===== src/hw/hia_consts.vh =====
// Constants for the hub interrupt aggregator: offsets, field positions, resets.
// Assumes inclusion by bare name from the aggregator design file.
`ifndef HIA_CONSTS_VH
`define HIA_CONSTS_VH
`define HIA_CTL_IDX      8'h23
`define HIA_STS_IDX      8'h24
`define HIA_CTL_ADDR     10'h08c
`define HIA_STS_ADDR     10'h090
`define HIA_CTL_RESET    8'h00
`define HIA_STS_RESET    6'h00
`define HIA_GLOBAL_BIT   7
`define HIA_SUMMARY_BIT  7
`define HIA_SRC_MSB      5
`define HIA_ADDR_MSB     9
`define HIA_CTL_WMASK    8'hbf
`define HIA_TX1_BIT      5
`define HIA_TX0_BIT      4
`define HIA_RX3_BIT      3
`define HIA_RX2_BIT      2
`define HIA_RX1_BIT      1
`define HIA_RX0_BIT      0
`endif


===== src/hw/hia_aggregator.v =====
// Hub interrupt aggregator: per-source enables, global enable, pending status.
// Assumes an AHB-Lite master on mclk; event and clear inputs come from logic on mclk.
`timescale 1ns/10ps
`include "hia_consts.vh"

module hia_aggregator (
    input  wire        mclk,         // Clock, 50 MHz
    input  wire        srst,         // Synchronous reset, active high
    input  wire        hsel,         // AHB slave select
    input  wire [31:0] haddr,        // AHB address
    input  wire [1:0]  htrans,       // AHB transfer type
    input  wire        hwrite,       // AHB write
    input  wire [2:0]  hsize,        // AHB size
    input  wire [31:0] hwdata,       // AHB write data
    input  wire        hready,       // AHB ready in
    output reg  [31:0] hrdata,       // AHB read data
    output reg         hreadyout,    // AHB ready out
    output reg         hresp,        // AHB response, always OKAY
    input  wire [5:0]  src_event,    // Source event pulses: tx1,tx0,rx3..rx0
    input  wire [5:0]  src_clear,    // Clearing-read pulses from source units
    output reg         irq_out       // Interrupt to host, level, active high
);

    // Bus phases; a read inserts one wait state so hrdata can leave a flop
    localparam [1:0] BUS_IDLE    = 2'b00;
    localparam [1:0] BUS_WRITE   = 2'b01;
    localparam [1:0] BUS_RD_WAIT = 2'b10;
    localparam [1:0] BUS_RD_DONE = 2'b11;

    reg  [1:0]             bus_q;
    reg  [1:0]             bus_d;
    reg  [`HIA_ADDR_MSB:0] addr_q;
    reg  [`HIA_ADDR_MSB:0] addr_d;
    reg  [7:0]             ctl_q;
    reg  [7:0]             ctl_d;
    reg  [31:0]            rdata_d;
    reg  [31:0]            hrdata_d;
    reg                    hreadyout_d;
    reg                    irq_d;

    wire                   take;
    wire                   take_rd;
    wire                   take_wr;
    wire                   sel_ctl;
    wire                   sel_sts;
    wire                   wr_ctl;

    wire [5:0]             pend;
    wire [5:0]             enables;
    wire [5:0]             active;
    wire                   summary;
    wire                   global_enable;
    wire                   tx1_irq_enable;
    wire                   tx0_irq_enable;
    wire                   receiver3_irq_enable;
    wire                   receiver2_irq_enable;
    wire                   receiver1_irq_enable;
    wire                   receiver0_irq_enable;
    wire                   tx1_irq_pending;
    wire                   tx0_irq_pending;
    wire                   receiver3_irq_pending;
    wire                   receiver2_irq_pending;
    wire                   receiver1_irq_pending;
    wire                   receiver0_irq_pending;
    wire                   tx1_irq_event;
    wire                   tx0_irq_event;
    wire                   receiver3_irq_event;
    wire                   receiver2_irq_event;
    wire                   receiver1_irq_event;
    wire                   receiver0_irq_event;
    wire                   tx1_irq_clear;
    wire                   tx0_irq_clear;
    wire                   receiver3_irq_clear;
    wire                   receiver2_irq_clear;
    wire                   receiver1_irq_clear;
    wire                   receiver0_irq_clear;
    wire [7:0]             ctl_rd;
    wire [7:0]             sts_rd;

    // Address phase is accepted only while the bus is ready
    assign take    = hsel & hready & htrans[1];
    assign take_rd = take & ~hwrite;
    assign take_wr = take & hwrite;
    assign sel_ctl = (addr_q == `HIA_CTL_ADDR);
    assign sel_sts = (addr_q == `HIA_STS_ADDR);
    assign wr_ctl  = (bus_q == BUS_WRITE) & hready & sel_ctl;

    // Enable fields
    assign global_enable        = ctl_q[`HIA_GLOBAL_BIT];
    assign tx1_irq_enable       = ctl_q[`HIA_TX1_BIT];
    assign tx0_irq_enable       = ctl_q[`HIA_TX0_BIT];
    assign receiver3_irq_enable = ctl_q[`HIA_RX3_BIT];
    assign receiver2_irq_enable = ctl_q[`HIA_RX2_BIT];
    assign receiver1_irq_enable = ctl_q[`HIA_RX1_BIT];
    assign receiver0_irq_enable = ctl_q[`HIA_RX0_BIT];

    // Pending fields
    assign tx1_irq_pending       = pend[`HIA_TX1_BIT];
    assign tx0_irq_pending       = pend[`HIA_TX0_BIT];
    assign receiver3_irq_pending = pend[`HIA_RX3_BIT];
    assign receiver2_irq_pending = pend[`HIA_RX2_BIT];
    assign receiver1_irq_pending = pend[`HIA_RX1_BIT];
    assign receiver0_irq_pending = pend[`HIA_RX0_BIT];

    // Event pulses from the source units
    assign tx1_irq_event       = src_event[`HIA_TX1_BIT];
    assign tx0_irq_event       = src_event[`HIA_TX0_BIT];
    assign receiver3_irq_event = src_event[`HIA_RX3_BIT];
    assign receiver2_irq_event = src_event[`HIA_RX2_BIT];
    assign receiver1_irq_event = src_event[`HIA_RX1_BIT];
    assign receiver0_irq_event = src_event[`HIA_RX0_BIT];

    // Clearing-read pulses from the source units
    assign tx1_irq_clear       = src_clear[`HIA_TX1_BIT];
    assign tx0_irq_clear       = src_clear[`HIA_TX0_BIT];
    assign receiver3_irq_clear = src_clear[`HIA_RX3_BIT];
    assign receiver2_irq_clear = src_clear[`HIA_RX2_BIT];
    assign receiver1_irq_clear = src_clear[`HIA_RX1_BIT];
    assign receiver0_irq_clear = src_clear[`HIA_RX0_BIT];

    assign enables = {tx1_irq_enable, tx0_irq_enable, receiver3_irq_enable,
                      receiver2_irq_enable, receiver1_irq_enable, receiver0_irq_enable};
    assign active  = pend & enables;
    assign summary = |active;

    always @* begin
        bus_d  = BUS_IDLE;
        addr_d = addr_q;
        if (take) begin
            addr_d = haddr[`HIA_ADDR_MSB:0];
            if (take_wr) begin
                bus_d = BUS_WRITE;
            end else begin
                bus_d = BUS_RD_WAIT;
            end
        end else begin
            case (bus_q)
                BUS_RD_WAIT: begin
                    bus_d = BUS_RD_DONE;
                end
                default: begin
                    bus_d = BUS_IDLE;
                end
            endcase
        end
    end

    // Control write lands in the data phase; reserved bit 6 stays zero
    always @* begin
        ctl_d = ctl_q;
        if (wr_ctl) begin
            ctl_d = hwdata[7:0] & `HIA_CTL_WMASK;
        end
    end

    assign ctl_rd = ctl_q;
    assign sts_rd = {summary, 1'b0, pend};

    // Unmapped offsets read zero; the status register ignores writes
    always @* begin
        case (addr_q)
            `HIA_CTL_ADDR: begin
                rdata_d = {24'h000000, ctl_rd};
            end
            `HIA_STS_ADDR: begin
                rdata_d = {24'h000000, sts_rd};
            end
            default: begin
                rdata_d = 32'h00000000;
            end
        endcase
    end

    // Read data loads in the wait state and stands when hreadyout rises
    always @* begin
        hrdata_d = hrdata;
        if (bus_q == BUS_RD_WAIT) begin
            hrdata_d = rdata_d;
        end
        hreadyout_d = (bus_d != BUS_RD_WAIT);
        irq_d       = summary & global_enable;
    end

    always @(posedge mclk) begin
        if (srst) begin
            bus_q     <= BUS_IDLE;
            addr_q    <= 10'h000;
            ctl_q     <= `HIA_CTL_RESET;
            hrdata    <= 32'h00000000;
            hreadyout <= 1'b1;
            hresp     <= 1'b0;
            irq_out   <= 1'b0;
        end else begin
            bus_q     <= bus_d;
            addr_q    <= addr_d;
            ctl_q     <= ctl_d;
            hrdata    <= hrdata_d;
            hreadyout <= hreadyout_d;
            hresp     <= 1'b0;
            irq_out   <= irq_d;
        end
    end

    // One sticky cell per source, reset to no pending source
    hia_pend_cell #(
        .RST_VAL (1'b0)
    ) pend_tx1_u (
        .mclk    (mclk),                 // Clock
        .srst    (srst),                 // Reset
        .set_in  (tx1_irq_event),        // Event
        .clr_in  (tx1_irq_clear),
        .flag    (pend[`HIA_TX1_BIT])
    );

    hia_pend_cell #(
        .RST_VAL (1'b0)
    ) pend_tx0_u (
        .mclk    (mclk),                 // Clock
        .srst    (srst),                 // Reset
        .set_in  (tx0_irq_event),        // Event
        .clr_in  (tx0_irq_clear),
        .flag    (pend[`HIA_TX0_BIT])
    );

    hia_pend_cell #(
        .RST_VAL (1'b0)
    ) pend_rx3_u (
        .mclk    (mclk),                 // Clock
        .srst    (srst),                 // Reset
        .set_in  (receiver3_irq_event),  // Event
        .clr_in  (receiver3_irq_clear),
        .flag    (pend[`HIA_RX3_BIT])
    );

    hia_pend_cell #(
        .RST_VAL (1'b0)
    ) pend_rx2_u (
        .mclk    (mclk),                 // Clock
        .srst    (srst),                 // Reset
        .set_in  (receiver2_irq_event),  // Event
        .clr_in  (receiver2_irq_clear),
        .flag    (pend[`HIA_RX2_BIT])
    );

    hia_pend_cell #(
        .RST_VAL (1'b0)
    ) pend_rx1_u (
        .mclk    (mclk),                 // Clock
        .srst    (srst),                 // Reset
        .set_in  (receiver1_irq_event),  // Event
        .clr_in  (receiver1_irq_clear),
        .flag    (pend[`HIA_RX1_BIT])
    );

    hia_pend_cell #(
        .RST_VAL (1'b0)
    ) pend_rx0_u (
        .mclk    (mclk),                 // Clock
        .srst    (srst),                 // Reset
        .set_in  (receiver0_irq_event),  // Event
        .clr_in  (receiver0_irq_clear),
        .flag    (pend[`HIA_RX0_BIT])
    );

endmodule // hia_aggregator

// One sticky pending flag; an event beats a clear in the same cycle
module hia_pend_cell #(
    parameter RST_VAL = 1'b0              // Level after reset
) (
    input  wire mclk,                     // Clock
    input  wire srst,                     // Synchronous reset, active high
    input  wire set_in,                   // Event pulse from the source unit
    input  wire clr_in,                   // Clearing-read pulse from the source unit
    output wire flag                      // Pending flag
);

    reg flag_q;
    reg flag_d;

    always @* begin
        flag_d = flag_q;
        if (clr_in) begin
            flag_d = 1'b0;
        end
        if (set_in) begin
            flag_d = 1'b1;
        end
    end

    always @(posedge mclk) begin
        if (srst) begin
            flag_q <= RST_VAL;
        end else begin
            flag_q <= flag_d;
        end
    end

    assign flag = flag_q;

endmodule // hia_pend_cell


===== config.mk =====
export PLATFORM = sky130hd
export DESIGN_NAME = hia_aggregator
export DESIGN_NICKNAME = d
export VERILOG_FILES = /design/src/hw/hia_aggregator.v
export VERILOG_INCLUDE_DIRS = /design/src /design/src/hw
export SDC_FILE = /design/constraint.sdc
export NUM_CORES = 1
export LEC_CHECK = 0
export ABC_AREA = 1
export BUFFER_PORTS_ARGS = -buffer_cell sky130_fd_sc_hd__buf_2
export CORE_AREA = 5 5 82 84
export CTS_CLUSTER_DIAMETER = 200
export DETAILED_ROUTE_END_ITERATION = 10
export DIE_AREA = 0 0 87 89
export GPL_TIMING_DRIVEN = 0
export PLACE_DENSITY_LB_ADDON = 0.1
export REMOVE_ABC_BUFFERS = 1
export SYNTH_ARGS = -nofsm -noshare
export SYNTH_HDL_FRONTEND = slang
export SYNTH_SLANG_ARGS = --single-unit

===== constraint.sdc =====
create_clock -name mclk -period 1.6 [get_ports mclk]
set_input_delay 0.16 -clock mclk [delete_from_list [all_inputs] [get_ports mclk]]
set_output_delay 0.16 -clock mclk [all_outputs]
set_load 0.03 [all_outputs]

After elaboration in Yosys (flattened, before gate mapping)
Index checks and enable logic that the tools add are counted.
Widths: inputs -> output; s select.

storage, ports and cells
  bits in registers = 59
  input bits = 86
  output and inout port bits = 35
  word-level logic and storage cells = 47

cells by class
  equal/unequal tests = 5
  mux-type cells = 16
  bitwise logic cells = 7
  reduce and logical (&&, ||, !) cells = 7

operator list
  kind                 count
  $eq 10x8->1 const B  2
  $pmux 8 s2           1
  $mux 1               12
  $reduce_bool 2->1    6
  $and 1x1->1          6
  $and 6x6->6          1
  $mux 2               3
  $reduce_or 6->1      1
  $eq 2x1->1 const B   1
  $eq 2x2->1 const B   1
  $ne 2x2->1 const B   1

Longest topological paths before layout
  depth after elaboration = 6
  depth in mapped cells = 9
  gate-level depth less buffers = 8

By module
Synthesis repeated with hierarchy kept, for this count alone.

unflattened totals
  cell total of the unflattened synthesis = 236
  area, all modules = 1735.4 sq um

by module, submodules not included
  module          times used  cells each  area an instance (sq um)  sequential area each (sq um)
  hia_aggregator  1           206         1495.2                    560.5
  hia_pend_cell   6           5           40.0                      20.0

Worst setup path after synthesis
OpenSTA, ideal clock, no wires.

  kind = reg-to-reg
  from = reg addr_q[8]
  to = reg ctl_q[4]
  setup time = 115 ps
  arrival time = 941 ps
  data required time = 1485 ps
  setup slack = 544 ps
  stages on the path, launching flop included = 8
  buffers on the path = 1
  clock period less this slack = 1056 ps
  cells stage by stage = dfxtp_1 nor2_1 nand3_2 nor2_4 buf_4 nand3b_1 nand2_1 nor2_1

on the way
  word-level cells in the longest chain between the ends = 2

ends and longest elaborated chain
  what                    line                  source
  start, declared         hia_aggregator.v:32   reg [`HIA_ADDR_MSB:0] addr_q;
  start signal, assigned  hia_aggregator.v:195  addr_q <= addr_d;
  $eq 10x8->1             -
  $and 1x1->1             hia_aggregator.v:86   assign wr_ctl = (bus_q == BUS_WRITE) & hready & sel_ctl;
  end signal, assigned    hia_aggregator.v:188  ctl_q <= `HIA_CTL_RESET;
  end signal, assigned    hia_aggregator.v:196  ctl_q <= ctl_d;
  end, declared           hia_aggregator.v:34   reg [7:0] ctl_q;

Every way passes these cells.
A chain may end at the register's enable or synchronous reset.

Worst setup path in the final report
  from = reg addr_q[0]
  to = reg ctl_q[2]

Same word-level chain as after synthesis.

==> summary.md <==
| Metric | Value |
|---|---|
| # Post-CTS Setup Buffers | `0` |
| Iter 0 DRT Violations | `36` |
| DR DRC count | `0` |
| P_leak | `0.000913 uW` |
| Multi-input logic area | `783 um^2` |
| Sw Share | `28.5%` |
| Critical path type | `register to register` |
| Asr flop ratio synth | `0%` |
| CTS tree | `yes` |
| CP Cell Sequence | `nor2_1 -> nand3_2 -> nor2_4 -> nand3b_1 -> nand2_1 -> nor2_1` |
| Reg power frac | `49.4%` |
| Worst Setup Start Kind | `register` |
| Worst slew margin | `61.4%` |
| Final setup viols | `0` |
| Max_cap viols | `0` |
| RePlAce Congestion | `0.691` |
| Post-DP Area | `1840 um^2` |
| Hold Path Class | `input pin to register` |
| Area growth, synth to finish | `15.0%` |
| WHS Path Cells | `3` |
| CTS Buffer Depth | `2` |
| ANT cells | `0` |
| Critical Path Most Common Cell | `nor2_1` |
| CP max stage cell | `nor2_4` |
| TritonCTS buffer count | `5` |
| WP data required | `1.77 ns` |
| PortBufs | `43` |
| Clk network pwr share | `36.6%` |
| Outcome | `completed` |
| Wire length of the first global-routing pass | `6.07 mm` |
| Synth cell count leaders | `51 x nand2_1, 35 x nor2_1, 34 x dfxtp_1` |
| CP Launch Point | `addr_q[0]$_SDFFE_PP0P_` |
| Max-slew violation count | `0` |
| Dpl hpwl | `2.62 mm` |
| Buf+Inv Stages, Crit Path | `0` |
| Hold_sp | `src_event[5]` |
| CP Capture Type | `register` |
| Die Y | `89 um` |
| Final hold slack | `0.0815 ns` |
| Total GRT Usage | `10.0%` |
| CTS hold repair buffers | `0` |
| Detail Route Antenna Nets | `0` |
| Htree depth | `2` |
| Post-Synthesis Cells | `230` |
| Initial antenna violation count | `0` |
| Post-synth EDFFs | `0` |
| Row cnt | `28` |
| Total power | `1810 uW` |
| Wire length per cell | `10.4 um` |
| Number of library cell types mapped by synthesis | `21` |
| Reg clk slew, reported paths | `0.07 ns` |
| Vias | `1380` |
| Syn Area/Cell | `7.34 um^2` |
| Register area | `681 um^2` |
| Gr ovfl total | `0` |
| Final period util | `86.0%` |
| Core area | `5850 um^2` |
| Post-Syn Area | `1690 um^2` |
| Layout cells sized above 1 | `26.8%` |
| Largest net degree at the start of global routing | `24` |
| DIE AREA | `7740 um^2` |
| Number of gates resized after cts | `0` |
| Reg2reg start | `addr_q[0]$_SDFFE_PP0P_` |
| Drt pass-1 iters | `4` |
| #FFs+latches synth | `34` |
| Top_reg_cell synth | `dfxtp_1` |
| Fmax | `727 MHz` |
| Critical path's top delay family | `simple AND/OR/NAND/NOR gates` |
| Crit path arrival time | `1.55 ns` |
| Synth top area cells | `dfxtp_1 40%, buf_4 12%, nand2_1 11%, nor2_1 7.8%, a21oi_1 7.1%` |
| Hold Vio Cnt, Final | `0` |
| # fillers | `654` |
| Max VDD drop | `0.404 mV` |
| Clk Tree Root Cell | `clkbuf_8` |
| Post-synthesis sequential area ratio | `40.3%` |
| CP max stage delay | `0.43 ns` |
| WP depth | `6` |
| Biggest area consumer among synthesized cells | `dfxtp_1` |
| Clk_lat worst skew | `0.28 ns` |
| Skew final | `0.00682 ns` |
| Unrepaired setup endpoints after global routing | `no` |
| Top cell type's share of synthesized area | `40.3%` |
| Setup tns final | `0 ns` |
| Routed vias/inst | `3.98` |
| Tightest Pin Transition | `0.579 ns` |
| Nets | `357` |
| CTS Sinks | `34` |
| Vias in the first global route | `1317` |
| Period minus WS final | `1.38 ns` |
| IO Count | `121` |
| Top-count cell post-synth | `nand2_1` |
| Finished Cell Area | `1940 um^2` |
| R2R depth | `6` |
| Initial Util | `28.9%` |
| Gate power share | `14.0%` |
| Internal power | `1300 uW` |
| Critical Path Fanout Max | `21` |
| Final core utilization | `33.2%` |
| Synth warn | `0` |
| NetSw | `517 uW` |
| Power per Cell Area | `933 nW/um^2` |
| Die X | `87 um` |
| DRT Wirelength | `3.60 mm` |
## state kept, by name, summed over array words and instances (netlist names), 2 cells and up
register and count:
addr_q 10, ctl_q 7, hrdata 7, bus_q 2
## metal layers
metal | GRT usage, % | vias to the layer above | wire length [um]
met5 | 0 | - | 0
met4 | 3.82 | 0 | 35
met3 | 3.32 | 4 | 292
met2 | 16.1 | 39 | 1650
met1 | 12.5 | 595 | 1620
li1 | - | 742 | -
## area by class of cell
| class | count | area share [%] |
|---|---|---|
| clock buffers | 6 | 4.25 |
| clock inverters | 2 | 0.644 |
| inverters | 20 | 3.86 |
| multi-input cells | 167 | 40.3 |
| flip-flops and latches | 34 | 35.0 |
| well taps | 75 | 4.83 |
| repair buffers | 43 | 11.1 |
## stage by stage
step / cells / worst slack (ns)
after floorplan: 221 / 0.411
after CTS: 347 / 0.143
after detailed placement: 339 / 0.164
after global routing: 347 / 0.0235
after global placement: 339 / 0.165
final: 347 / 0.224
## power groups by stage
stage | sequential [uW] | combinational (uW) | clock [uW]
3_5_place_dp | 917 | 254 | 0
4_1_cts | 897 | 254 | 703
6_report | 897 | 254 | 663
3_3_place_gp | 916 | 254 | 0
2_1_floorplan | 933 | 158 | 0
5_1_grt | 901 | 287 | 739
## worst paths after layout
path / end / slack, ns
min reg2reg: addr_q[7]$_SDFFE_PP0P_ / 0.46
min: pend_tx1_u.flag$_SDFFE_PP0P_ / 0.08
max reg2reg: ctl_q[2]$_SDFFE_PP0P_ / 0.22
max: ctl_q[2]$_SDFFE_PP0P_ / 0.22
## logic make-up (layout without fill, tap and decap cells)
logic type,Yosys count,count (layout),share of synthesized area (%)
flip-flops,34,34,40.3
buffers and inverters,54,71,19.3
AND/OR/NAND/NOR,114,114,32.2
AO/OA/AOI/OAI,27,27,8.00
other,1,26,0.222
## cells in the final DEF (no fill, tap or decap)
master	netlist	routed
nand2_1	51	51
buf_2	2	43
nor2_1	35	35
dfxtp_1	34	34
conb_1	1	26
a21oi_1	24	24
inv_1	15	15
nand3_2	8	8
nand3b_1	7	7
nand2_2	6	6
clkbuf_8	0	6
inv_2	4	4
nand3_1	3	3
nor2_2	2	2
o21ai_0	2	2
nor2_4	1	1
clkinv_1	1	1
nor3b_4	0	1
o21ai_1	1	1
clkinv_2	0	1
clkinvlp_4	0	1
## tightest hold or removal path: cells and delay by family
family / cells / cell delay [ns]
AND/OR/NAND/NOR: 1 / 0.06
buffers and inverters: 1 / 0.07
AO/OA/AOI/OAI: 1 / 0.03
Power figures use the tool's default switching activity.
